==> config.mk <==
export PLATFORM = sky130hd
export DESIGN_NAME = acfg_regs
export DESIGN_NICKNAME = d
export VERILOG_FILES = /design/src/hdl/acfg_pkg.sv /design/src/hdl/acfg_spi_port.sv /design/src/hdl/acfg_mode_decode.sv /design/src/hdl/acfg_regs.sv
export VERILOG_INCLUDE_DIRS = /design/src /design/src/hdl
export SDC_FILE = /design/constraint.sdc
export NUM_CORES = 1
export LEC_CHECK = 0
export BUFFER_PORTS_ARGS = -buffer_cell sky130_fd_sc_hd__buf_2
export CORE_MARGIN = 10
export CORE_UTILIZATION = 55
export CTS_CLUSTER_SIZE = 14
export DETAILED_ROUTE_END_ITERATION = 6
export PLACE_DENSITY = 0.74
export SYNTH_ARGS = -nofsm -noshare
export SYNTH_HDL_FRONTEND = slang
export SYNTH_SLANG_ARGS = --single-unit
==> constraint.sdc <==
create_clock -name clk_sys -period 6.9 [get_ports clk_sys]
set_clock_uncertainty 0.2 [all_clocks]
set_input_delay 0 -clock clk_sys [delete_from_list [all_inputs] [get_ports clk_sys]]
set_output_delay 0 -clock clk_sys [all_outputs]
set_load 0.01 [all_outputs]
==> src/hdl/acfg_consts.svh <==
`ifndef ACFG_CONSTS_SVH
`define ACFG_CONSTS_SVH

// ----------------------------------------------------------------
// Register offsets
// ----------------------------------------------------------------
`define ACFG_ADDR_CH_INDEX      13'h0005
`define ACFG_ADDR_CLK_DIV       13'h000B
`define ACFG_ADDR_OUT_MODE      13'h0014
`define ACFG_ADDR_OUT_ADJUST    13'h0015
`define ACFG_ADDR_OUT_PHASE     13'h0016
`define ACFG_ADDR_SER_CTRL      13'h0021
`define ACFG_ADDR_TRANSFER      13'h00FF
`define ACFG_ADDR_OVERRIDE      13'h0100
`define ACFG_ADDR_PULLDOWN      13'h0101
`define ACFG_ADDR_CM_CTRL       13'h0102

// ----------------------------------------------------------------
// Reset values
// ----------------------------------------------------------------
`define ACFG_RST_CH_INDEX       8'h3F
`define ACFG_RST_OUT_MODE       8'h01
`define ACFG_RST_OUT_PHASE      8'h03
`define ACFG_RST_SER_CTRL       8'h30

// ----------------------------------------------------------------
// Field positions
// ----------------------------------------------------------------
`define ACFG_FMT_BIT            0
`define ACFG_TERM_MSB           5
`define ACFG_TERM_LSB           4
`define ACFG_DRIVE_BIT          0
`define ACFG_IN_PH_MSB          6
`define ACFG_IN_PH_LSB          4
`define ACFG_OUT_PH_MSB         3
`define ACFG_OUT_PH_LSB         0
`define ACFG_DIV_MSB            2
`define ACFG_DIV_LSB            0
`define ACFG_XFER_BIT           0
`define ACFG_OVR_EN_BIT         6
`define ACFG_OVR_RES_MSB        5
`define ACFG_OVR_RES_LSB        4
`define ACFG_OVR_RATE_MSB       2
`define ACFG_OVR_RATE_LSB       0
`define ACFG_PD_DIS_BIT         0
`define ACFG_CM_PD_BIT          3
`define ACFG_CLKGRP_LSB         4
`define ACFG_PHASE_STEP_DEG     10'h03C

// ----------------------------------------------------------------
// Serial port frame layout
// ----------------------------------------------------------------
`define ACFG_INSTR_BITS         5'h10
`define ACFG_FRAME_BITS         5'h18

`endif

==> src/hdl/acfg_pkg.sv <==
package acfg_pkg;

    typedef logic [12:0] acfg_addr_t;
    typedef logic [7:0]  acfg_byte_t;

    typedef enum logic [2:0] {
        ACFG_LANE_SDR_BIT,
        ACFG_LANE_SDR_BYTE,
        ACFG_LANE_DDR_BIT,
        ACFG_LANE_DDR_BYTE,
        ACFG_LANE_DDR_WORD
    } acfg_lane_t;

endpackage

==> src/hdl/acfg_spi_port.sv <==
`timescale 1ns/1ns
`include "acfg_consts.svh"

module acfg_spi_port (
    input  wire logic             clk_sys,
    input  wire logic             arst_n,
    input  wire logic             sclk_pin,
    input  wire logic             csb_n_pin,
    input  wire logic             sdio_in,
    output logic                  sdio_out,
    output logic                  sdio_oe,
    output acfg_pkg::acfg_addr_t  reg_addr,
    output logic                  wr_stb,
    output acfg_pkg::acfg_byte_t  wr_data,
    output logic                  rd_stb,
    input  wire acfg_pkg::acfg_byte_t rd_data
);

    // ------------------------------------------------------------
    // Pin synchronisers
    // ------------------------------------------------------------
    logic [1:0] sclk_s;
    logic [1:0] csb_s;
    logic [1:0] sdio_s;
    logic       sclk_d;
    logic [4:0] bit_cnt;
    logic [15:0] shift_in;
    logic       is_read;
    logic       rd_pend;
    acfg_pkg::acfg_byte_t shift_out;
    logic       sclk_rise;
    logic       sclk_fall;
    logic       active;

    always_ff @(posedge clk_sys or negedge arst_n) begin
        if (!arst_n) begin
            sclk_s <= 2'h0;
            csb_s  <= 2'h3;
            sdio_s <= 2'h0;
            sclk_d <= 1'b0;
        end else begin
            sclk_s <= {sclk_s[0], sclk_pin};
            csb_s  <= {csb_s[0], csb_n_pin};
            sdio_s <= {sdio_s[0], sdio_in};
            sclk_d <= sclk_s[1];
        end
    end

    assign sclk_rise = sclk_s[1] & ~sclk_d;
    assign sclk_fall = ~sclk_s[1] & sclk_d;
    assign active    = ~csb_s[1];

    // ------------------------------------------------------------
    // Instruction and write data capture
    // ------------------------------------------------------------
    always_ff @(posedge clk_sys or negedge arst_n) begin
        if (!arst_n) begin
            bit_cnt  <= 5'h0;
            shift_in <= 16'h0000;
            is_read  <= 1'b0;
            reg_addr <= 13'h0000;
            wr_data  <= 8'h00;
        end else if (!active) begin
            bit_cnt <= 5'h0;
            is_read <= 1'b0;
        end else if (sclk_rise) begin
            shift_in <= {shift_in[14:0], sdio_s[1]};
            if (bit_cnt != `ACFG_FRAME_BITS) begin
                bit_cnt <= bit_cnt + 5'h1;
            end
            if (bit_cnt == `ACFG_INSTR_BITS - 5'h1) begin
                is_read  <= shift_in[14];
                reg_addr <= {shift_in[11:0], sdio_s[1]};
            end
            if (bit_cnt == `ACFG_FRAME_BITS - 5'h1) begin
                wr_data <= {shift_in[6:0], sdio_s[1]};
            end
        end
    end

    // ------------------------------------------------------------
    // Strobes to the register bank
    // ------------------------------------------------------------
    always_ff @(posedge clk_sys or negedge arst_n) begin
        if (!arst_n) begin
            wr_stb  <= 1'b0;
            rd_pend <= 1'b0;
            rd_stb  <= 1'b0;
        end else begin
            wr_stb  <= active & sclk_rise & ~is_read
                     & (bit_cnt == `ACFG_FRAME_BITS - 5'h1);
            rd_pend <= active & sclk_rise & shift_in[14]
                     & (bit_cnt == `ACFG_INSTR_BITS - 5'h1);
            rd_stb  <= rd_pend & active;
        end
    end

    // ------------------------------------------------------------
    // Read data, launched on falling clock edges
    // ------------------------------------------------------------
    always_ff @(posedge clk_sys or negedge arst_n) begin
        if (!arst_n) begin
            shift_out <= 8'h00;
        end else if (rd_stb) begin
            shift_out <= rd_data;
        end else if (sclk_fall && bit_cnt > `ACFG_INSTR_BITS) begin
            shift_out <= {shift_out[6:0], 1'b0};
        end
    end

    assign sdio_out = shift_out[7];
    assign sdio_oe  = active & is_read & (bit_cnt >= `ACFG_INSTR_BITS)
                    & (bit_cnt < `ACFG_FRAME_BITS);

endmodule

==> src/hdl/acfg_mode_decode.sv <==
`timescale 1ns/1ns

module acfg_mode_decode (
    input  wire logic             clk_sys,
    input  wire logic             arst_n,
    input  wire acfg_pkg::acfg_byte_t code,
    output logic                  mode_valid,
    output logic                  word_12bit,
    output logic                  frame_double,
    output acfg_pkg::acfg_lane_t  lane_mode,
    output logic [3:0]            dck_multiplier
);

    logic                 ok;
    acfg_pkg::acfg_lane_t lane;
    logic [3:0]           mult;

    // ------------------------------------------------------------
    // Code decode
    // ------------------------------------------------------------
    always_comb begin
        lane = acfg_pkg::acfg_lane_t'(code[6:4]);
        ok   = ~code[7] & ~code[3] & ~code[0] & (code[6:4] <= 3'h4)
             & ~(code[6] & code[2]);
        unique case (lane)
            acfg_pkg::ACFG_LANE_DDR_BIT,
            acfg_pkg::ACFG_LANE_DDR_BYTE:
                mult = code[1] ? 4'h3 : 4'h4;
            default:
                mult = code[1] ? 4'h6 : 4'h8;
        endcase
    end

    // ------------------------------------------------------------
    // Registered mode; unlisted codes fall back to the reset mode
    // ------------------------------------------------------------
    always_ff @(posedge clk_sys or negedge arst_n) begin
        if (!arst_n) begin
            mode_valid     <= 1'b1;
            word_12bit     <= 1'b0;
            frame_double   <= 1'b0;
            lane_mode      <= acfg_pkg::ACFG_LANE_DDR_BYTE;
            dck_multiplier <= 4'h4;
        end else begin
            mode_valid     <= ok;
            word_12bit     <= ok & code[1];
            frame_double   <= ok & code[2];
            lane_mode      <= ok ? lane : acfg_pkg::ACFG_LANE_DDR_BYTE;
            dck_multiplier <= ok ? mult : 4'h4;
        end
    end

endmodule

==> src/hdl/acfg_regs.sv <==
`timescale 1ns/1ns
`include "acfg_consts.svh"

// Overview of operation
// - Format bit: one twos complement, zero offset binary.
// - Output adjust bits 5:4 pick driver termination.
// - Output adjust bit 0: clock-output drive single or double.
// - Selected termination overrides double clock drive.
// - Input phase delays sampling 0-7 cycles when divider is used.
// - Output phase shifts data clock in 60 degree steps, default 180.
// - Override settings apply only on transfer bit 0.
// - Override limits capability and resolution only.
// - Pull-down control bit 0 disconnects the pin pull-down.
// - Common-mode control bit 3 powers down the generator.
// - Serialization code resets to 0x30: 16-bit DDR bytewise, clock 4x.
// - Codes 0x20, 0x10, 0x00 give other 16-bit single-frame lane modes.
// - Codes 0x34, 0x24, 0x14, 0x04 are double-frame 16-bit variants.
// - 12-bit codes give single and double frame modes at 3x or 6x.
// - Codes 0x40 and 0x42 give one-lane wordwise at 8x or 6x.
// - Channel index picks channels for per-channel writes.
module acfg_regs #(
    parameter int NUM_CH      = 4,
    parameter int NUM_CLK_GRP = 2
) (
    input  wire logic             clk_sys,
    input  wire logic             arst_n,
    input  wire logic             sclk_pin,
    input  wire logic             csb_n_pin,
    input  wire logic             sdio_in,
    output logic                  sdio_out,
    output logic                  sdio_oe,
    output logic                  twos_complement,
    output logic [2*NUM_CH-1:0]   data_termination,
    output logic [2*NUM_CLK_GRP-1:0] clock_termination,
    output logic [NUM_CLK_GRP-1:0] clock_drive_double,
    output logic [2:0]            sample_delay_cycles,
    output logic [3:0]            dck_phase_code,
    output logic [9:0]            dck_phase_degrees,
    output logic                  mode_valid,
    output logic                  word_12bit,
    output logic                  frame_double,
    output acfg_pkg::acfg_lane_t  lane_mode,
    output logic [3:0]            dck_multiplier,
    output logic                  override_enable,
    output logic [1:0]            override_resolution,
    output logic [2:0]            override_rate,
    output logic                  level_pin_pulldown_off,
    output logic                  common_mode_generator_off
);

    // ------------------------------------------------------------
    // Parameter check
    // ------------------------------------------------------------
    if (!(NUM_CH inside {[1:4]}) || !(NUM_CLK_GRP inside {[1:2]})) begin
        $error("unsupported channel or clock group count");
    end

    // ------------------------------------------------------------
    // Serial port
    // ------------------------------------------------------------
    acfg_pkg::acfg_addr_t reg_addr;
    acfg_pkg::acfg_byte_t wr_data;
    acfg_pkg::acfg_byte_t rd_data;
    logic                 wr_stb;
    logic                 rd_stb;

    acfg_spi_port u_port (
        .clk_sys   (clk_sys),
        .arst_n    (arst_n),
        .sclk_pin  (sclk_pin),
        .csb_n_pin (csb_n_pin),
        .sdio_in   (sdio_in),
        .sdio_out  (sdio_out),
        .sdio_oe   (sdio_oe),
        .reg_addr  (reg_addr),
        .wr_stb    (wr_stb),
        .wr_data   (wr_data),
        .rd_stb    (rd_stb),
        .rd_data   (rd_data)
    );

    function automatic logic hit(input acfg_pkg::acfg_addr_t a);
        return wr_stb && (reg_addr == a);
    endfunction

    // ------------------------------------------------------------
    // Register storage
    // ------------------------------------------------------------
    acfg_pkg::acfg_byte_t ch_index;
    logic [2:0]           clk_div_ratio;
    acfg_pkg::acfg_byte_t out_mode;
    acfg_pkg::acfg_byte_t out_phase;
    acfg_pkg::acfg_byte_t ser_ctrl;
    acfg_pkg::acfg_byte_t override_shadow;
    acfg_pkg::acfg_byte_t pulldown_ctrl;
    acfg_pkg::acfg_byte_t cm_ctrl;
    logic [1:0]           term_ch  [NUM_CH];
    logic [1:0]           term_clk [NUM_CLK_GRP];
    logic                 drive_clk[NUM_CLK_GRP];

    always_ff @(posedge clk_sys or negedge arst_n) begin
        if (!arst_n) begin
            ch_index      <= `ACFG_RST_CH_INDEX;
            clk_div_ratio <= 3'h0;
            out_mode      <= `ACFG_RST_OUT_MODE;
            out_phase     <= `ACFG_RST_OUT_PHASE;
            ser_ctrl      <= `ACFG_RST_SER_CTRL;
            pulldown_ctrl <= 8'h00;
            cm_ctrl       <= 8'h00;
        end else begin
            if (hit(`ACFG_ADDR_CH_INDEX))
                ch_index <= wr_data;
            if (hit(`ACFG_ADDR_CLK_DIV))
                clk_div_ratio <= wr_data[`ACFG_DIV_MSB:`ACFG_DIV_LSB];
            if (hit(`ACFG_ADDR_OUT_MODE))
                out_mode <= wr_data;
            if (hit(`ACFG_ADDR_OUT_PHASE))
                out_phase <= {1'b0, wr_data[6:0]};
            if (hit(`ACFG_ADDR_SER_CTRL))
                ser_ctrl <= wr_data;
            if (hit(`ACFG_ADDR_PULLDOWN))
                pulldown_ctrl <= {7'h00, wr_data[`ACFG_PD_DIS_BIT]};
            if (hit(`ACFG_ADDR_CM_CTRL))
                cm_ctrl <= {4'h0, wr_data[`ACFG_CM_PD_BIT], 3'h0};
        end
    end

    // ------------------------------------------------------------
    // Per-channel output adjust, steered by the channel index
    // ------------------------------------------------------------
    for (genvar i = 0; i < NUM_CH; i++) begin : g_ch
        always_ff @(posedge clk_sys or negedge arst_n) begin
            if (!arst_n) begin
                term_ch[i] <= 2'h0;
            end else if (hit(`ACFG_ADDR_OUT_ADJUST) && ch_index[i]) begin
                term_ch[i] <= wr_data[`ACFG_TERM_MSB:`ACFG_TERM_LSB];
            end
        end
        assign data_termination[2*i +: 2] = term_ch[i];
    end

    for (genvar g = 0; g < NUM_CLK_GRP; g++) begin : g_clk
        logic sel;
        assign sel = ch_index[`ACFG_CLKGRP_LSB + g];
        always_ff @(posedge clk_sys or negedge arst_n) begin
            if (!arst_n) begin
                term_clk[g]  <= 2'h0;
                drive_clk[g] <= 1'b0;
            end else if (hit(`ACFG_ADDR_OUT_ADJUST) && sel) begin
                term_clk[g]  <= wr_data[`ACFG_TERM_MSB:`ACFG_TERM_LSB];
                drive_clk[g] <= wr_data[`ACFG_DRIVE_BIT];
            end
        end
        always_ff @(posedge clk_sys or negedge arst_n) begin
            if (!arst_n) begin
                clock_drive_double[g] <= 1'b0;
            end else begin
                // Termination takes precedence over double drive
                clock_drive_double[g] <= drive_clk[g]
                                       & (term_clk[g] == 2'h0);
            end
        end
        assign clock_termination[2*g +: 2] = term_clk[g];
    end

    // ------------------------------------------------------------
    // Override register with transfer strobe
    // ------------------------------------------------------------
    always_ff @(posedge clk_sys or negedge arst_n) begin
        if (!arst_n) begin
            override_shadow <= 8'h00;
        end else if (hit(`ACFG_ADDR_OVERRIDE)) begin
            override_shadow <= {1'b0, wr_data[6:4], 1'b0, wr_data[2:0]};
        end
    end

    // Capability limits only; the conversion clock is untouched
    always_ff @(posedge clk_sys or negedge arst_n) begin
        if (!arst_n) begin
            override_enable     <= 1'b0;
            override_resolution <= 2'h0;
            override_rate       <= 3'h0;
        end else if (hit(`ACFG_ADDR_TRANSFER)
                     && wr_data[`ACFG_XFER_BIT]) begin
            override_enable     <= override_shadow[`ACFG_OVR_EN_BIT];
            override_resolution <=
                override_shadow[`ACFG_OVR_RES_MSB:`ACFG_OVR_RES_LSB];
            override_rate       <=
                override_shadow[`ACFG_OVR_RATE_MSB:`ACFG_OVR_RATE_LSB];
        end
    end

    // ------------------------------------------------------------
    // Derived outputs
    // ------------------------------------------------------------
    logic [2:0] in_phase;
    logic [3:0] out_ph;
    assign in_phase = out_phase[`ACFG_IN_PH_MSB:`ACFG_IN_PH_LSB];
    assign out_ph   = out_phase[`ACFG_OUT_PH_MSB:`ACFG_OUT_PH_LSB];

    always_ff @(posedge clk_sys or negedge arst_n) begin
        if (!arst_n) begin
            twos_complement           <= 1'b1;
            sample_delay_cycles       <= 3'h0;
            dck_phase_code            <= 4'h3;
            dck_phase_degrees         <= 10'h0B4;
            level_pin_pulldown_off    <= 1'b0;
            common_mode_generator_off <= 1'b0;
        end else begin
            twos_complement <= out_mode[`ACFG_FMT_BIT];
            // Phase only matters when the divider is in use
            sample_delay_cycles <= (clk_div_ratio != 3'h0)
                                 ? in_phase : 3'h0;
            dck_phase_code    <= out_ph;
            dck_phase_degrees <= 10'(out_ph * `ACFG_PHASE_STEP_DEG);
            level_pin_pulldown_off <= pulldown_ctrl[`ACFG_PD_DIS_BIT];
            common_mode_generator_off <= cm_ctrl[`ACFG_CM_PD_BIT];
        end
    end

    // ------------------------------------------------------------
    // Serialization mode decode
    // ------------------------------------------------------------
    acfg_mode_decode u_mode (
        .clk_sys        (clk_sys),
        .arst_n         (arst_n),
        .code           (ser_ctrl),
        .mode_valid     (mode_valid),
        .word_12bit     (word_12bit),
        .frame_double   (frame_double),
        .lane_mode      (lane_mode),
        .dck_multiplier (dck_multiplier)
    );

    // ------------------------------------------------------------
    // Read-back, from the lowest selected channel or clock group
    // ------------------------------------------------------------
    logic [1:0] rd_term;
    logic       rd_drive;

    always_comb begin
        rd_term  = 2'h0;
        rd_drive = 1'b0;
        for (int g = NUM_CLK_GRP - 1; g >= 0; g--) begin
            if (ch_index[`ACFG_CLKGRP_LSB + g]) begin
                rd_term  = term_clk[g];
                rd_drive = drive_clk[g];
            end
        end
        for (int i = NUM_CH - 1; i >= 0; i--) begin
            if (ch_index[i]) begin
                rd_term = term_ch[i];
            end
        end
    end

    always_comb begin
        unique case (reg_addr)
            `ACFG_ADDR_CH_INDEX:   rd_data = ch_index;
            `ACFG_ADDR_CLK_DIV:    rd_data = {5'h00, clk_div_ratio};
            `ACFG_ADDR_OUT_MODE:   rd_data = out_mode;
            `ACFG_ADDR_OUT_ADJUST: rd_data = {2'h0, rd_term, 3'h0, rd_drive};
            `ACFG_ADDR_OUT_PHASE:  rd_data = out_phase;
            `ACFG_ADDR_SER_CTRL:   rd_data = ser_ctrl;
            `ACFG_ADDR_OVERRIDE:   rd_data = override_shadow;
            `ACFG_ADDR_PULLDOWN:   rd_data = pulldown_ctrl;
            `ACFG_ADDR_CM_CTRL:    rd_data = cm_ctrl;
            default:               rd_data = 8'h00;
        endcase
    end

endmodule

* Word-level counts from Yosys, hierarchy flattened
Cells that the tools add are included.
** Storage, ports and cells
- Input port bits :: 5
- Logic and storage cells :: 148
- Register bits :: 152
- Output and inout bits :: 52
** Cells by class
- Add/subtract/negate cells :: 1
- Equal/unequal tests :: 15
- Reduce and logical (&&, ||, !) cells :: 31
- Bitwise gates (word level) :: 28
- Multipliers :: 1
- Mux-type cells :: 23
- Order comparisons :: 4
** Operator list (number)
- $pmux 8 s9 :: 1
- $eq 13x5->1 const B :: 3
- $eq 13x9->1 const B :: 3
- $and 1x1->1 :: 20
- $logic_and 1x1->1 :: 18
- $mux 8 :: 2
- $mux 5 :: 3
- $eq 13x3->1 const B :: 1
- $eq 13x4->1 const B :: 1
- $eq 13x6->1 const B :: 1
- $eq 13x8->1 const B :: 1
- $mux 2 :: 6
- $mux 4 :: 3
- $mux 3 :: 3
- $mul 4x4->8 const B :: 1
- $not 1->1 :: 8
- $reduce_bool 2->1 :: 4
- $eq 3x2->1 const B :: 2
- $reduce_and 2->1 :: 3
- $reduce_and 3->1 :: 2
- $add 5x1->5 const B :: 1
- $eq 5x4->1 const B :: 1
- $eq 5x5->1 const B :: 1
- $ge 5x5->1 const B :: 1
- other kinds (8) :: 13

* Longest topological paths before layout
Gate-level depths: netlist (run 1).
- Word-level depth :: 8
- Gate-level depth with buffers :: 9
- Gate-level depth less buffers :: 9

* Modules after synthesis
Synthesis (run 1) repeated with hierarchy kept, for this count alone.
** Second synthesis, totals
- Cells, all modules :: 516
- Area, all modules :: 6770.2 um^2
** By module, submodules not included
- acfg_regs :: times used 1, area each 3953.8 um^2, sequential area each 2048.2 um^2, cells each 308
- acfg_spi_port :: times used 1, area each 2437.3 um^2, sequential area each 1503.9 um^2, cells each 178
- acfg_mode_decode :: times used 1, area each 379.1 um^2, sequential area each 230.2 um^2, cells each 30

* Worst setup path after synthesis (run 1)
No wires, ideal clock.
- Path kind :: register to register
- From :: register out_phase[1]
- To :: register dck_phase_degrees[9]
- Required time :: 6620 ps
- Slack :: 4139 ps
- Period minus slack after synthesis :: 2761 ps
- Library setup time :: 80 ps
- Path buffers :: 0
- Data arrival time :: 2481 ps
- Stages on the path, launching flop included :: 9
- Cells stage by stage :: dfstp_2 > fa_1 > fa_1 > ha_1 > a21o_1 > a21oi_1 > o21bai_1 > a21oi_1 > xnor2_1
** Between the ends
- Longest elaborated chain between the ends :: 1
** Ends and longest elaborated chain
- start: declaration :: RTL line acfg_regs.sv:92 : acfg_pkg::acfg_byte_t out_phase;
- start signal: assignment :: RTL line acfg_regs.sv:106 : out_phase <= `ACFG_RST_OUT_PHASE;
- start signal: assignment :: RTL line acfg_regs.sv:118 : out_phase <= {1'b0, wr_data[6:0]};
- $mul 4x4->8 (no line)
- end signal: assignment :: RTL line acfg_regs.sv:215 : dck_phase_degrees <= 10'(out_ph * `ACFG_PHASE_STEP_DEG);
- end: declaration :: RTL line acfg_regs.sv:38 : output logic [9:0] dck_phase_degrees,
No other way between the ends.
A chain may end at the register's enable or synchronous reset.

* Worst setup path after layout (run 1)
Ends and elaborated chain as after synthesis.

==> results.md, run 1 <==
* Fraction of synthesized cell area taken by the top area cell type at 47.31%
* Number of primary I/O pins at 57
* Die X at 130.5 um
* Count of warnings emitted by yosys at 0
* CP Capture Type: register
* Most common cell in the netlist: dfrtp_1
* Area of the core at 11960 um2
* Cell area after technology mapping at 6718 um2
* Detailed-route wire length at 14580 um
* Wirelength per Cell at 19.97 um
* DIE HEIGHT at 130.5 um
* Clock H-tree levels at 4
* Start-to-end type of the worst setup path: reg2reg
* Measured slew at the worst slew-check pin at 1.130 ns
* Source-to-sink clock delay at the later pin of the worst-skew pair at 0.43 ns
* Relative contribution of the clock network to total power at 49.9%
* Number of hold violations in the final report at 0
* Initial core utilization at 56.16%
* Fraction of registers with async set or reset after synthesis at 100.0%
* Cell area power density at 259.8 nW/um2
* Number of antenna diodes at 0
* Wire length of the first global-routing pass at 23280 um
* Count of hold-fix buffers inserted at cts at 6
* First-iteration detailed-routing DRC count at 345
* Number of cell rows at 40
* HPWL after detailed placement at 10050 um
* Fraction of the yosys area taken by sequential cells at 56.30%
* Final sum of negative setup slack at 0 ns
* CP delay by family, top: adder cells
* Cells after synthesis at 513
* Maximum number of pins on one net before global-route repair at 75
* Total Power at 2.020 mW
* Max Root-Sink Buffers at 2
* Highest achievable clock rate at 344.1 MHz
* Ordered list of cells on the worst path: fa_1 > fa_1 > ha_1 > a21o_1 > a21oi_1 > o21bai_1 > a21oi_1 > xnor2_1
* Worst Setup Start Kind: register
* Logic pwr share at 3.3%
* All-Layer GR Usage at 17.92%
* GRT overflow at 0
* Most area-hungry cell type in the Yosys netlist: dfrtp_1
* Mean post-synth cell area at 13.09 um2
* Routed vias/inst at 5.752
* Most instantiated cells after synthesis: 127 x dfrtp_1, 96 x mux2_2, 25 x nand2_1
* RSZ-0062 raised after global routing: false
* Worst path max stage delay at 0.58 ns
* Final net count at 596
* Main synth FF type: dfrtp_1
* Total iterations of the first detailed-routing run at 4
* Antenna violations before repair at 0
* Result of the run: complete, no violations
* Crit Path Max Fanout at 6
* Post-layout minimum cycle time at 2.906 ns
* Number of distinct library cell variants in the gate-level netlist after synthesis at 67
* Clock transition time at the flip-flop clock pins of the worst setup and hold paths at 0.06 ns
* # Post-CTS Setup Buffers at 0
* WP data required at 7.05 ns
* Gpl congestion at 0.8902
* Relative slew slack at 24.00%
* Cell at the root of the clock tree: clkbuf_16
* CP arrival at 3.05 ns
* MaxCap Viol Count at 0
* Fraction of layout instances using a drive strength above 1 at 39.45%
* Vias in the first global route at 4330
* TritonCTS clock tree: done
* Worst IR Drop VDD at 0.1757 mV
* Die footprint at 17030 um2
* Slack of the worst reg-to-reg path at 3.99 ns
* Final Max Slew Viols at 0
* DRC violations left at 0
* I/O Buffers at 54
* Net load switching power at 0.4224 mW
* Leakage power figure at 3.877 nW
* Count of state elements after synthesis at 150
* Final setup vio count at 0
* Top post-synthesis cells by area: dfrtp_1 47%, mux2_2 16%, dfstp_2 9.0%
* DRT antenna net count at 0
* Sink Count at 150
* Part of the power in registers at 46.8%
* Number of synthesized flops with an enable pin at 0
* Total internal power at 1.597 mW
* Switching share of power at 20.91%
* Type of the tightest min-delay check: in2reg
* Part of the cycle the worst path needs at 42.12%
* TritonCTS buffer count at 17
* Post-CTS resize count at 0
* Crit path buffers/inverters at 0
* Via count at 4199
* Master of the slowest instance on the critical path: dfstp_2
* Area overhead of the layout relative to synthesis at 15.74%
==> flip-flops by register name, indices dropped and copies added, names as in the netlist, 3 cells and up <==
| name | flops |
|---|---|
| u_port.bit_cnt | 5 |
| override_shadow | 6 |
| u_port.reg_addr | 13 |
| sample_delay_cycles | 3 |
| ch_index | 8 |
| u_port.shift_in | 15 |
| override_rate | 3 |
| u_port.shift_out | 8 |
| out_phase | 7 |
| u_port.wr_data | 8 |
| u_mode.lane_mode | 3 |
| dck_phase_degrees | 7 |
| clock_termination | 4 |
| u_mode.dck_multiplier | 3 |
| out_mode | 8 |
| clk_div_ratio | 3 |
| ser_ctrl | 8 |
| data_termination | 8 |
| dck_phase_code | 4 |
==> through the flow <==
step                hold WS [ns]  setup WS (ns)  instances  util, %  cell area (um2)
finish                   0.01216          3.994        730    65.00             7775
global route             0.02017          3.850        730    65.00             7775
CTS                     0.004213          3.983        730    65.00             7775
detailed placement       -0.1347          3.993        692    59.09             7068
global placement         -0.1473          4.042        692    59.09             7068
floorplan                -0.4956          4.139        514        -             6721
==> layout by cell type (no fill, tap or decap), drive strengths merged, types with 4 or more instances in the layout <==
master	instances
fa	5
clkinv	7
a221oi	6
mux2i	4
dfstp	23
nand3	6
nor4	9
nand2b	6
ha	16
nor4b	4
nor2	21
dfrtp	127
o21ai	8
nor2b	11
a22oi	5
nor3	5
xnor2	5
nand2	32
a21oi	16
dlygate4sd3	6
inv	20
mux2	102
bufinv	5
clkbuf	20
buf	55
or4	4
and2	8
==> path summary, 6_finish.rpt <==
kind	startpoint	end	cells after the start
setup / recovery	out_phase[1]$_DFFE_PN1P_	dck_phase_degrees[9]$_DFF_PN0_	8
hold / removal	csb_n_pin	u_port.csb_s[0]$_DFF_PN1_	2
setup reg to reg	out_phase[1]$_DFFE_PN1P_	dck_phase_degrees[9]$_DFF_PN0_	8
hold reg to reg	u_port.sdio_s[0]$_DFF_PN0_	u_port.sdio_s[1]$_DFF_PN0_	0
max in group asynchronous	arst_n	override_enable$_DFFE_PN0P_	4
min in group asynchronous	arst_n	out_mode[1]$_DFFE_PN0P_	3
==> logic make-up after synthesis <==
| logic type | after synthesis | synth area share, % |
|---|---|---|
| simple gates | 125 | 11.19 |
| other cells | 1 | 0.05582 |
| flops | 150 | 56.30 |
| fa+ha+maj | 21 | 4.470 |
| buf+inv | 44 | 2.924 |
| compound gates | 59 | 6.166 |
| mux | 106 | 17.97 |
| xor+xnor | 7 | 0.9127 |
==> layout make-up <==
cell class / instances / area (um2)
Timing Repair Buffer: 61 / 344.1
Tap cell: 147 / 183.9
Clock buffer: 20 / 446.7
Clock inverter: 12 / 200.2
Fill cell: 884 / 4187
Sequential cell: 150 / 3782
Multi-Input combinational cell: 320 / 2743
Inverter: 20 / 75.07
==> power groups by stage <==
stage | sequential (mW) | clock (mW) | combinational (mW)
after floorplan | 0.946 | 0 | 0.0401
after global placement | 0.956 | 0 | 0.0616
after detailed placement | 0.958 | 0 | 0.0638
after CTS | 0.944 | 1.02 | 0.0680
after global routing | 0.949 | 1.06 | 0.0751
final | 0.945 | 1.01 | 0.0662
==> routing by layer <==
layer / vias to the layer above / GRT usage [%] / wire length [um] / share of wire, %
met5: - / 0 / 0 / 0
met4: 0 / 7.063 / 238 / 1.6
met3: 18 / 4.150 / 853 / 5.9
met2: 107 / 29.62 / 7347 / 50
met1: 2128 / 22.35 / 6139 / 42
li1: 1946 / - / - / -
Power figures use the tool's default switching activity.
==> run 2: changes to the inputs <==
Settings changed: CORE_UTILIZATION 55 to 54, PLACE_DENSITY 0.74 to 0.76.
Clock period 6.9 ns to 2.35 ns, I/O delays scaled along.
==> run 2 against run 1 <==
The flow now finishes with violations (setup timing). First-iteration DRC count is 8.4% lower. Combinational power grew to 3.1 times the previous value. Register-to-register slack got worse by 4.4 ns. Total power grew to 2.9 times the previous value. Design area grew 8.8%. Count of clock-buffer cells in the layout did not move.
==> results.md, run 2 (synthesis gave the netlist of run 1 again) <==
* Max Root-Sink Buffers at 2 (unchanged)
* Pre-CTS setup slack at -0.4424 ns (-4.435 ns)
* Number of antenna diodes at 0 (unchanged)
* Area of the core at 12110 um2 (+1.3%)
* I/O Buffers at 54 (unchanged)
* All-Layer GR Usage at 18.47% (+0.55 points)
* CP delay by family, top: adder cells
* Cell area power density at 694.8 nW/um2 (+170%)
* Antenna violations before repair at 0 (unchanged)
* Via count at 4514 (+7.5%)
* Setup ws final at -0.4215 ns (-4.415 ns)
* Part of the cycle the worst path needs at 117.9% (+76 points)
* Fin Hold WS at 0.01655 ns (+0.004394 ns)
* Top library cells by usage in the layout, fill and taps aside: 127 x dfrtp_1, 96 x mux2_2, 53 x buf_2, 52 x buf_4, 24 x nand2_1
* Area taken by multi-input logic gates at 2932 um2 (+6.9%)
* Number of instances on the worst hold path at 2 (unchanged)
* Relative slew slack at 63.66% (+40 points)
* Worst path max stage delay at 0.55 ns (-0.03 ns)
* Cell at the root of the clock tree: clkbuf_16
* Area overhead of the layout relative to synthesis at 25.96%
* Crit Path Max Fanout at 2 (-4)
* DIE HEIGHT at 131.5 um (+0.78%)
* Number of fill cells in the layout at 846 (-4.3%)
* Crit path buffers/inverters at 0 (unchanged)
* WP data required at 2.50 ns (-4.55 ns)
* Start-to-end type of the worst setup path: reg2reg
* Slack of the worst reg-to-reg path at -0.42 ns (-4.42 ns)
* GRT overflow at 0 (unchanged)
* Maximum number of pins on one net before global-route repair at 55 (-27%)
* Net load switching power at 1.235 mW (+190%)
* Number of hold violations in the final report at 0 (unchanged)
* Highest achievable clock rate at 360.8 MHz (+4.9%)
* Reg2Reg Depth at 8 (unchanged)
* Leakage power figure at 4.254 nW (+9.7%)
* Part of the power in registers at 47.2% (+0.4 points)
* CP arrival at 2.92 ns (-0.13 ns)
* Number of cell rows at 40 (unchanged)
* Wirelength per Cell at 19.12 um (-4.3%)
* Wire length of the first global-routing pass at 25610 um (+10%)
* Die footprint at 17300 um2 (+1.6%)
* Final setup vio count at 5 (+5)
* Source-to-sink clock delay at the later pin of the worst-skew pair at 0.43 ns (about the same)
* Worst IR Drop VDD at 0.5200 mV (+200%)
* Reg-to-reg critical path startpoint: out_phase[1]$_DFFE_PN1P_
* Startpoint of the most critical hold path: sclk_pin
* Number of flip-flops under the largest register name at 15 (unchanged)
* Initial core utilization at 55.46% (-0.70 points)
* Type of the tightest min-delay check: in2reg
* CP Capture Type: register
* Die X at 131.5 um (+0.78%)
* Endpoint of the most critical register-to-register path: dck_phase_degrees[9]$_DFF_PN0_
* TritonCTS buffer count at 17 (unchanged)
* Total iterations of the first detailed-routing run at 4 (unchanged)
* Fraction of layout instances using a drive strength above 1 at 49.38% (+9.9 points)
* DRT antenna net count at 0 (unchanged)
* Clock H-tree levels at 4 (unchanged)
* Vias in the first global route at 4802 (+11%)
* Detailed-route wire length at 15450 um (+6.0%)
* Biggest registers after layout: u_port.shift_in (15), u_port.reg_addr (13)
* Clock transition time at the flip-flop clock pins of the worst setup and hold paths at 0.06 ns (about the same)
* Relative contribution of the clock network to total power at 49.2% (-0.7 points)
* Measured slew at the worst slew-check pin at 0.5450 ns (-0.5845 ns)
* Gpl congestion at 0.9021 (+1.3%)
* Most common cell after layout, fill and taps aside: dfrtp_1
* Area used by sequential logic in the layout at 3782 um2 (unchanged)
* Final net count at 653 (+9.6%)
* Switching share of power at 21.01% (+0.097 points)
* Ordered list of cells on the worst path: fa_2 > fa_1 > ha_1 > a21o_1 > a21oi_2 > o21bai_1 > a21oi_1 > xnor2_1
* Worst min-delay path endpoint: u_port.sclk_s[0]$_DFF_PN0_
* Sink Count at 150 (unchanged)
* TritonCTS clock tree: done
* Number of primary I/O pins at 57 (unchanged)
* MaxCap Viol Count at 0 (unchanged)
* Register with the most flip-flops: u_port.shift_in
* First-iteration detailed-routing DRC count at 316 (-8.4%)
* Final Max Slew Viols at 0 (unchanged)
* Worst Setup Start Kind: register
* Result of the run: finished, violations left
* Logic pwr share at 3.5% (+0.2 points)
* HPWL after detailed placement at 10730 um (+6.8%)
* DRC violations left at 0 (unchanged)
* RSZ-0062 raised after global routing: true
* Routed vias/inst at 5.587 (-2.9%)
* Post-layout minimum cycle time at 2.771 ns (-0.1346 ns)
* Violations in the final reports: setup timing
* Master of the slowest instance on the critical path: dfstp_2
* Total internal power at 4.644 mW (+190%)
run 2: cell types whose count changed in the layout (fill, tap and decap cells not counted), moves of 3 or more:
cell and change:
or4_4 +4, buf_4 +51, or4_1 -4, clkinvlp_4 +3
nand2_4 +3, nor4_4 +3, a21oi_2 +4, buf_12 +3
buf_6 +3, a21oi_1 -4
run 2: layer usage:
| layer | share of wire [%] | routed length (um) | track usage [%] | vias to the layer above |
|---|---|---|---|---|
| met5 | 0 | 0 | 0 | - |
| met4 | 2.2 | 339 | 7.664 | 0 |
| met3 | 5.9 | 914 | 5.069 | 27 |
| met2 | 50 | 7789 | 30.84 | 125 |
| met1 | 41 | 6405 | 22.00 | 2306 |
| li1 | - | - | - | 2056 |
run 2: worst max-delay path by stage:
stage	from	to	slack, ns	depth (start not counted)
after floorplan	out_phase[0]$_DFFE_PN1P_	dck_phase_degrees[9]$_DFF_PN0_	-0.37	8
after global placement	out_phase[1]$_DFFE_PN1P_	dck_phase_degrees[9]$_DFF_PN0_	-0.35	8
after detailed placement	out_phase[1]$_DFFE_PN1P_	dck_phase_degrees[9]$_DFF_PN0_	-0.44	8
after CTS	out_phase[1]$_DFFE_PN1P_	dck_phase_degrees[9]$_DFF_PN0_	-0.47	8
after global routing	out_phase[1]$_DFFE_PN1P_	dck_phase_degrees[9]$_DFF_PN0_	-0.51	8
final	out_phase[1]$_DFFE_PN1P_	dck_phase_degrees[9]$_DFF_PN0_	-0.42	8
run 2: area by class of cell:
type,count,share of cell area (%)
flip-flops and latches,150,44.70
multi-input cells,320,34.64
repair buffers,118,9.700
clock buffers,20,5.515
well taps,168,2.484
clock inverters,12,2.070
inverters,20,0.8872
run 2: worst reg2reg max path: cells and delay by family (launching register included):
family	cells	cell delay (ns)
xor+xnor	1	0.14
fa+ha+maj	3	1.22
compound gates	4	0.59
flops	1	0.55
run 2: metrics by stage:
stage / TNS [ns] / instances / util, % / cell area [um2] / power [mW]
after floorplan: -0.7171 / 514 / - / 6734 / 2.896
after global placement: -2.733 / 767 / 62.20 / 7533 / 3.000
after detailed placement: -3.775 / 767 / 62.20 / 7533 / 3.015
after CTS: -1.558 / 807 / 68.46 / 8292 / 5.923
after global routing: -1.883 / 808 / 69.87 / 8462 / 6.081
final: -1.241 / 808 / 69.87 / 8462 / 5.879
run 2: what timing repair did:
item	4_1_cts	5_1_grt
endpoints found under the setup margin	58	39
hold buffers	7	0
pin swaps	7	12
resized for setup	7	30
hold endpoints to repair	142	0
buffers inserted	2	2
run 2: power by group through the flow:
stage          clock network, mW  logic, mW  registers, mW
3_3_place_gp                   0      0.185           2.82
2_1_floorplan                  0      0.118           2.78
6_report                    2.89      0.208           2.78
3_5_place_dp                   0      0.194           2.82
4_1_cts                     2.94      0.210           2.78
5_1_grt                     3.05      0.237           2.79
==> run 3: changes to the inputs <==
Settings changed: ABC_CLOCK_PERIOD_IN_PS set to 2350, CORE_MARGIN 10 to 1, SYNTH_HIERARCHICAL set to 1.
==> run 3 against run 2 <==
The run still ends with setup timing left. Design area decreased by 1.1%. Non-clock buffer count decreased by 11. Hold slack is essentially flat. Total power grew 1.2%. Count of clock-buffer cells in the layout rose by 5. Final cell count shrank 1.1%. Sequential power down 1%. Sequential share of layout area is 0.51 points higher. Register-to-register slack improved by 0.04 ns. Die area shrank 25%. Critical path depth did not move.
==> results.md, run 3 <==
* Result of the run: finished, violations left
* Violations in the final reports: setup timing
* Maximum number of pins on one net before global-route repair at 64 (+16%)
* RSZ-0062 raised after global routing: true
* Relative slew slack at 59.52% (-4.1 points)
* Worst IR Drop VDD at 0.4540 mV (-13%)
* Number of antenna diodes at 0 (unchanged)
* Setup ws final at -0.3809 ns (+0.04059 ns)
* Clock transition time at the flip-flop clock pins of the worst setup and hold paths at 0.06 ns (about the same)
* Mux share of post-synthesis cell area at 17.52% (-0.45 points)
* I/O Buffers at 54 (unchanged)
* GRT overflow at 0 (unchanged)
* Cell area power density at 711.2 nW/um2 (+2.4%)
* DIE HEIGHT at 114.0 um (-13%)
* Routed vias/inst at 5.592 (about the same)
* Startpoint of the worst setup timing path: out_phase[0]$_DFFE_PN1P_
* Source-to-sink clock delay at the later pin of the worst-skew pair at 0.43 ns (about the same)
* Vias in the first global route at 4692 (-2.3%)
* First-iteration detailed-routing DRC count at 261 (-17%)
* Area taken by multi-input logic gates at 2910 um2 (-0.73%)
* Reg-to-reg critical path startpoint: out_phase[0]$_DFFE_PN1P_
* Initial core utilization at 55.90% (+0.43 points)
* Register with the most flip-flops: u_port/shift_in
* Final setup vio count at 5 (unchanged)
* TritonCTS buffer count at 17 (unchanged)
* Pre-CTS setup slack at -0.3677 ns (+0.07471 ns)
* Wire length of the first global-routing pass at 24370 um (-4.8%)
* Number of hold violations in the final report at 0 (unchanged)
* Fraction of synthesized cell area taken by the top area cell type at 46.94% (-0.37 points)
* CP arrival at 2.89 ns (-0.03 ns)
* HPWL after detailed placement at 10290 um (-4.1%)
* Most common cell in the netlist: dfrtp_1
* WP data required at 2.51 ns (about the same)
* Number of synthesized flops with an enable pin at 0 (unchanged)
* TritonCTS clock tree: done
* Final cell utilization of the core at 69.08% (-0.79 points)
* Main synth FF type: dfrtp_1
* Measured slew at the worst slew-check pin at 0.6057 ns (+0.06069 ns)
* Fraction of layout instances using a drive strength above 1 at 44.85% (-4.5 points)
* Post-layout minimum cycle time at 2.731 ns (-0.04059 ns)
* Fraction of registers with async set or reset after synthesis at 100.0% (unchanged)
* Wirelength per Cell at 18.41 um (-3.7%)
* Slack of the worst reg-to-reg path at -0.38 ns (+0.04 ns)
* Most area-hungry cell type in the Yosys netlist: dfrtp_1
* Most instantiated cells after synthesis: 127 x dfrtp_1, 92 x mux2_2, 23 x dfstp_2
* DRC violations left at 0 (unchanged)
* Type of the tightest min-delay check: in2reg
* Largest family of logic cells by synthesized area: multiplexers
* Die X at 114.0 um (-13%)
* Start-to-end type of the worst setup path: reg2reg
* Total iterations of the first detailed-routing run at 4 (unchanged)
* Highest achievable clock rate at 366.2 MHz (+1.5%)
* Gpl congestion at 0.9230 (+2.3%)
* Part of the cycle the worst path needs at 116.2% (-1.7 points)
* Leakage power figure at 4.130 nW (-2.9%)
* Fraction of the yosys area taken by sequential cells at 55.87% (-0.44 points)
* Number of flip-flops under the largest register name at 15 (unchanged)
* Fin Hold WS at 0.01638 ns (-0.0001744 ns)
* Biggest registers after layout: u_port/shift_in (15), u_port/reg_addr (13)
* Mean post-synth cell area at 13.12 um2 (+0.20%)
* Cell area after technology mapping at 6770 um2 (+0.78%)
* Via count at 4468 (-1.0%)
* Max Root-Sink Buffers at 2 (unchanged)
* Number of fill cells in the layout at 858 (+1.4%)
* Startpoint of the most critical hold path: sclk_pin
* Area overhead of the layout relative to synthesis at 23.58%
* Worst Setup Start Kind: register
* DRT antenna net count at 0 (unchanged)
* Total Power at 5.951 mW (+1.2%)
* Most common cell after layout, fill and taps aside: dfrtp_1
* Detailed-route wire length at 14710 um (-4.8%)
* Number of distinct library cell variants in the gate-level netlist after synthesis at 60 (-10%)
* Fraction of synthesized cell area in xor and xnor cells at 0.5175% (-0.40 points)
* Final net count at 644 (-1.4%)
* Crit Path Max Fanout at 2 (unchanged)
* Count of state elements after synthesis at 150 (unchanged)
* Area used by sequential logic in the layout at 3782 um2 (unchanged)
* MaxCap Viol Count at 0 (unchanged)
* Adder-cell share of the synthesized area at 4.435% (-0.035 points)
* Compound-Gate Fraction of Synth Area at 7.208% (+1.0 points)
* Top post-synthesis cells by area: dfrtp_1 47%, mux2_2 15%, dfstp_2 8.9%
* Cell at the root of the clock tree: clkbuf_16
* Count of warnings emitted by yosys at 6 (+6)
* Area of the core at 12110 um2 (unchanged)
* Basic-gate share of the synthesized area counting and, or, nand and nor cells at 11.46% (+0.26 points)
* CP Capture Type: register
* All-Layer GR Usage at 25.15% (+6.7 points)
* Clock H-tree levels at 4 (unchanged)
* Top library cells by usage in the layout, fill and taps aside: 127 x dfrtp_1, 86 x mux2_2, 53 x buf_2, 42 x buf_4, 23 x dfstp_2
* Antenna violations before repair at 0 (unchanged)
* Number of primary I/O pins at 57 (unchanged)
* Final Max Slew Viols at 0 (unchanged)
* Die footprint at 12990 um2 (-25%)
* Cells after synthesis at 516 (+0.58%)
* Sink Count at 150 (unchanged)
* Number of cell rows at 40 (unchanged)
==> run 3: changes by cell type in the layout (fill, tap and decap cells not counted), sizes merged, moves of 5 or more <==
cell	previous run	this run
nand3b	0	7
clkbuf	20	25
nor2b	11	21
nand2	32	19
buf	112	102
o21ai	8	17
nor2	21	10
nand3	6	12
nor3	5	11
a41oi	1	7
==> run 3: what timing repair did <==
item	4_1_cts	5_1_grt
setup buffers	3	2
setup endpoints to repair	16	18
pin swaps	5	8
hold endpoints to repair	141	0
gates resized for setup	9	21
hold buffers	6	0
==> run 3: cell families (layout without fill, tap and decap cells) <==
kind of cell,after synthesis,after routing
buffers and inverters,43,157
flip-flops,150,150
XOR/XNOR,4,4
adder cells (fa/ha/maj),21,21
AND/OR/NAND/NOR,121,121
AO/OA/AOI/OAI,72,72
other,1,2
multiplexers,104,104
==> run 3: routing by layer <==
layer / routed length (um) / global-route usage (%)
met5: 0 / 0
met1: 6495 / 33.11
met2: 7292 / 40.97
met3: 611 / 5.207
met4: 310 / 10.04
==> run 3: worst paths after layout <==
kind / end / cells after the start
setup / recovery: dck_phase_degrees[9]$_DFF_PN0_ / 8
hold / removal: u_port/sclk_s[0]$_DFF_PN0_ / 2
setup reg to reg: dck_phase_degrees[9]$_DFF_PN0_ / 8
hold reg to reg: u_port/sclk_s[1]$_DFF_PN0_ / 0
max in group asynchronous: u_port/csb_s[0]$_DFF_PN1_ / 4
min in group asynchronous: dck_phase_degrees[5]$_DFF_PN1_ / 3
==> run 3: worst max-delay path, cell delays in order (launching register included) <==
cell and delay (ns):
dfstp_2 0.54, fa_1 0.46, fa_1 0.49, ha_1 0.29, a21o_1 0.17, a21oi_2 0.17, o21bai_1 0.09, a21oi_2 0.13
xnor2_1 0.12
==> run 3: cell type report <==
type | instances | share of cell area (%)
Clock buffer | 25 | 6.042
Tap cell | 168 | 2.512
Timing Repair Buffer | 107 | 8.689
Inverter | 18 | 0.8075
Multi-Input combinational cell | 324 | 34.78
Clock inverter | 7 | 1.959
Sequential cell | 150 | 45.21
==> run 3: per-stage QoR <==
| step | TNS, ns | cell area [um2] | instances |
|---|---|---|---|
| finish | -1.373 | 8367 | 799 |
| global route | -1.806 | 8367 | 799 |
| CTS | -1.251 | 8275 | 798 |
| detailed placement | -1.690 | 7490 | 759 |
| global placement | -1.004 | 7490 | 759 |
| floorplan | -0.7235 | 6784 | 517 |
==> run 3: power breakdown <==
part           switching, mW  internal, mW
clock network           1.01          2.03
registers             0.0819          2.66
logic                 0.0910        0.0814
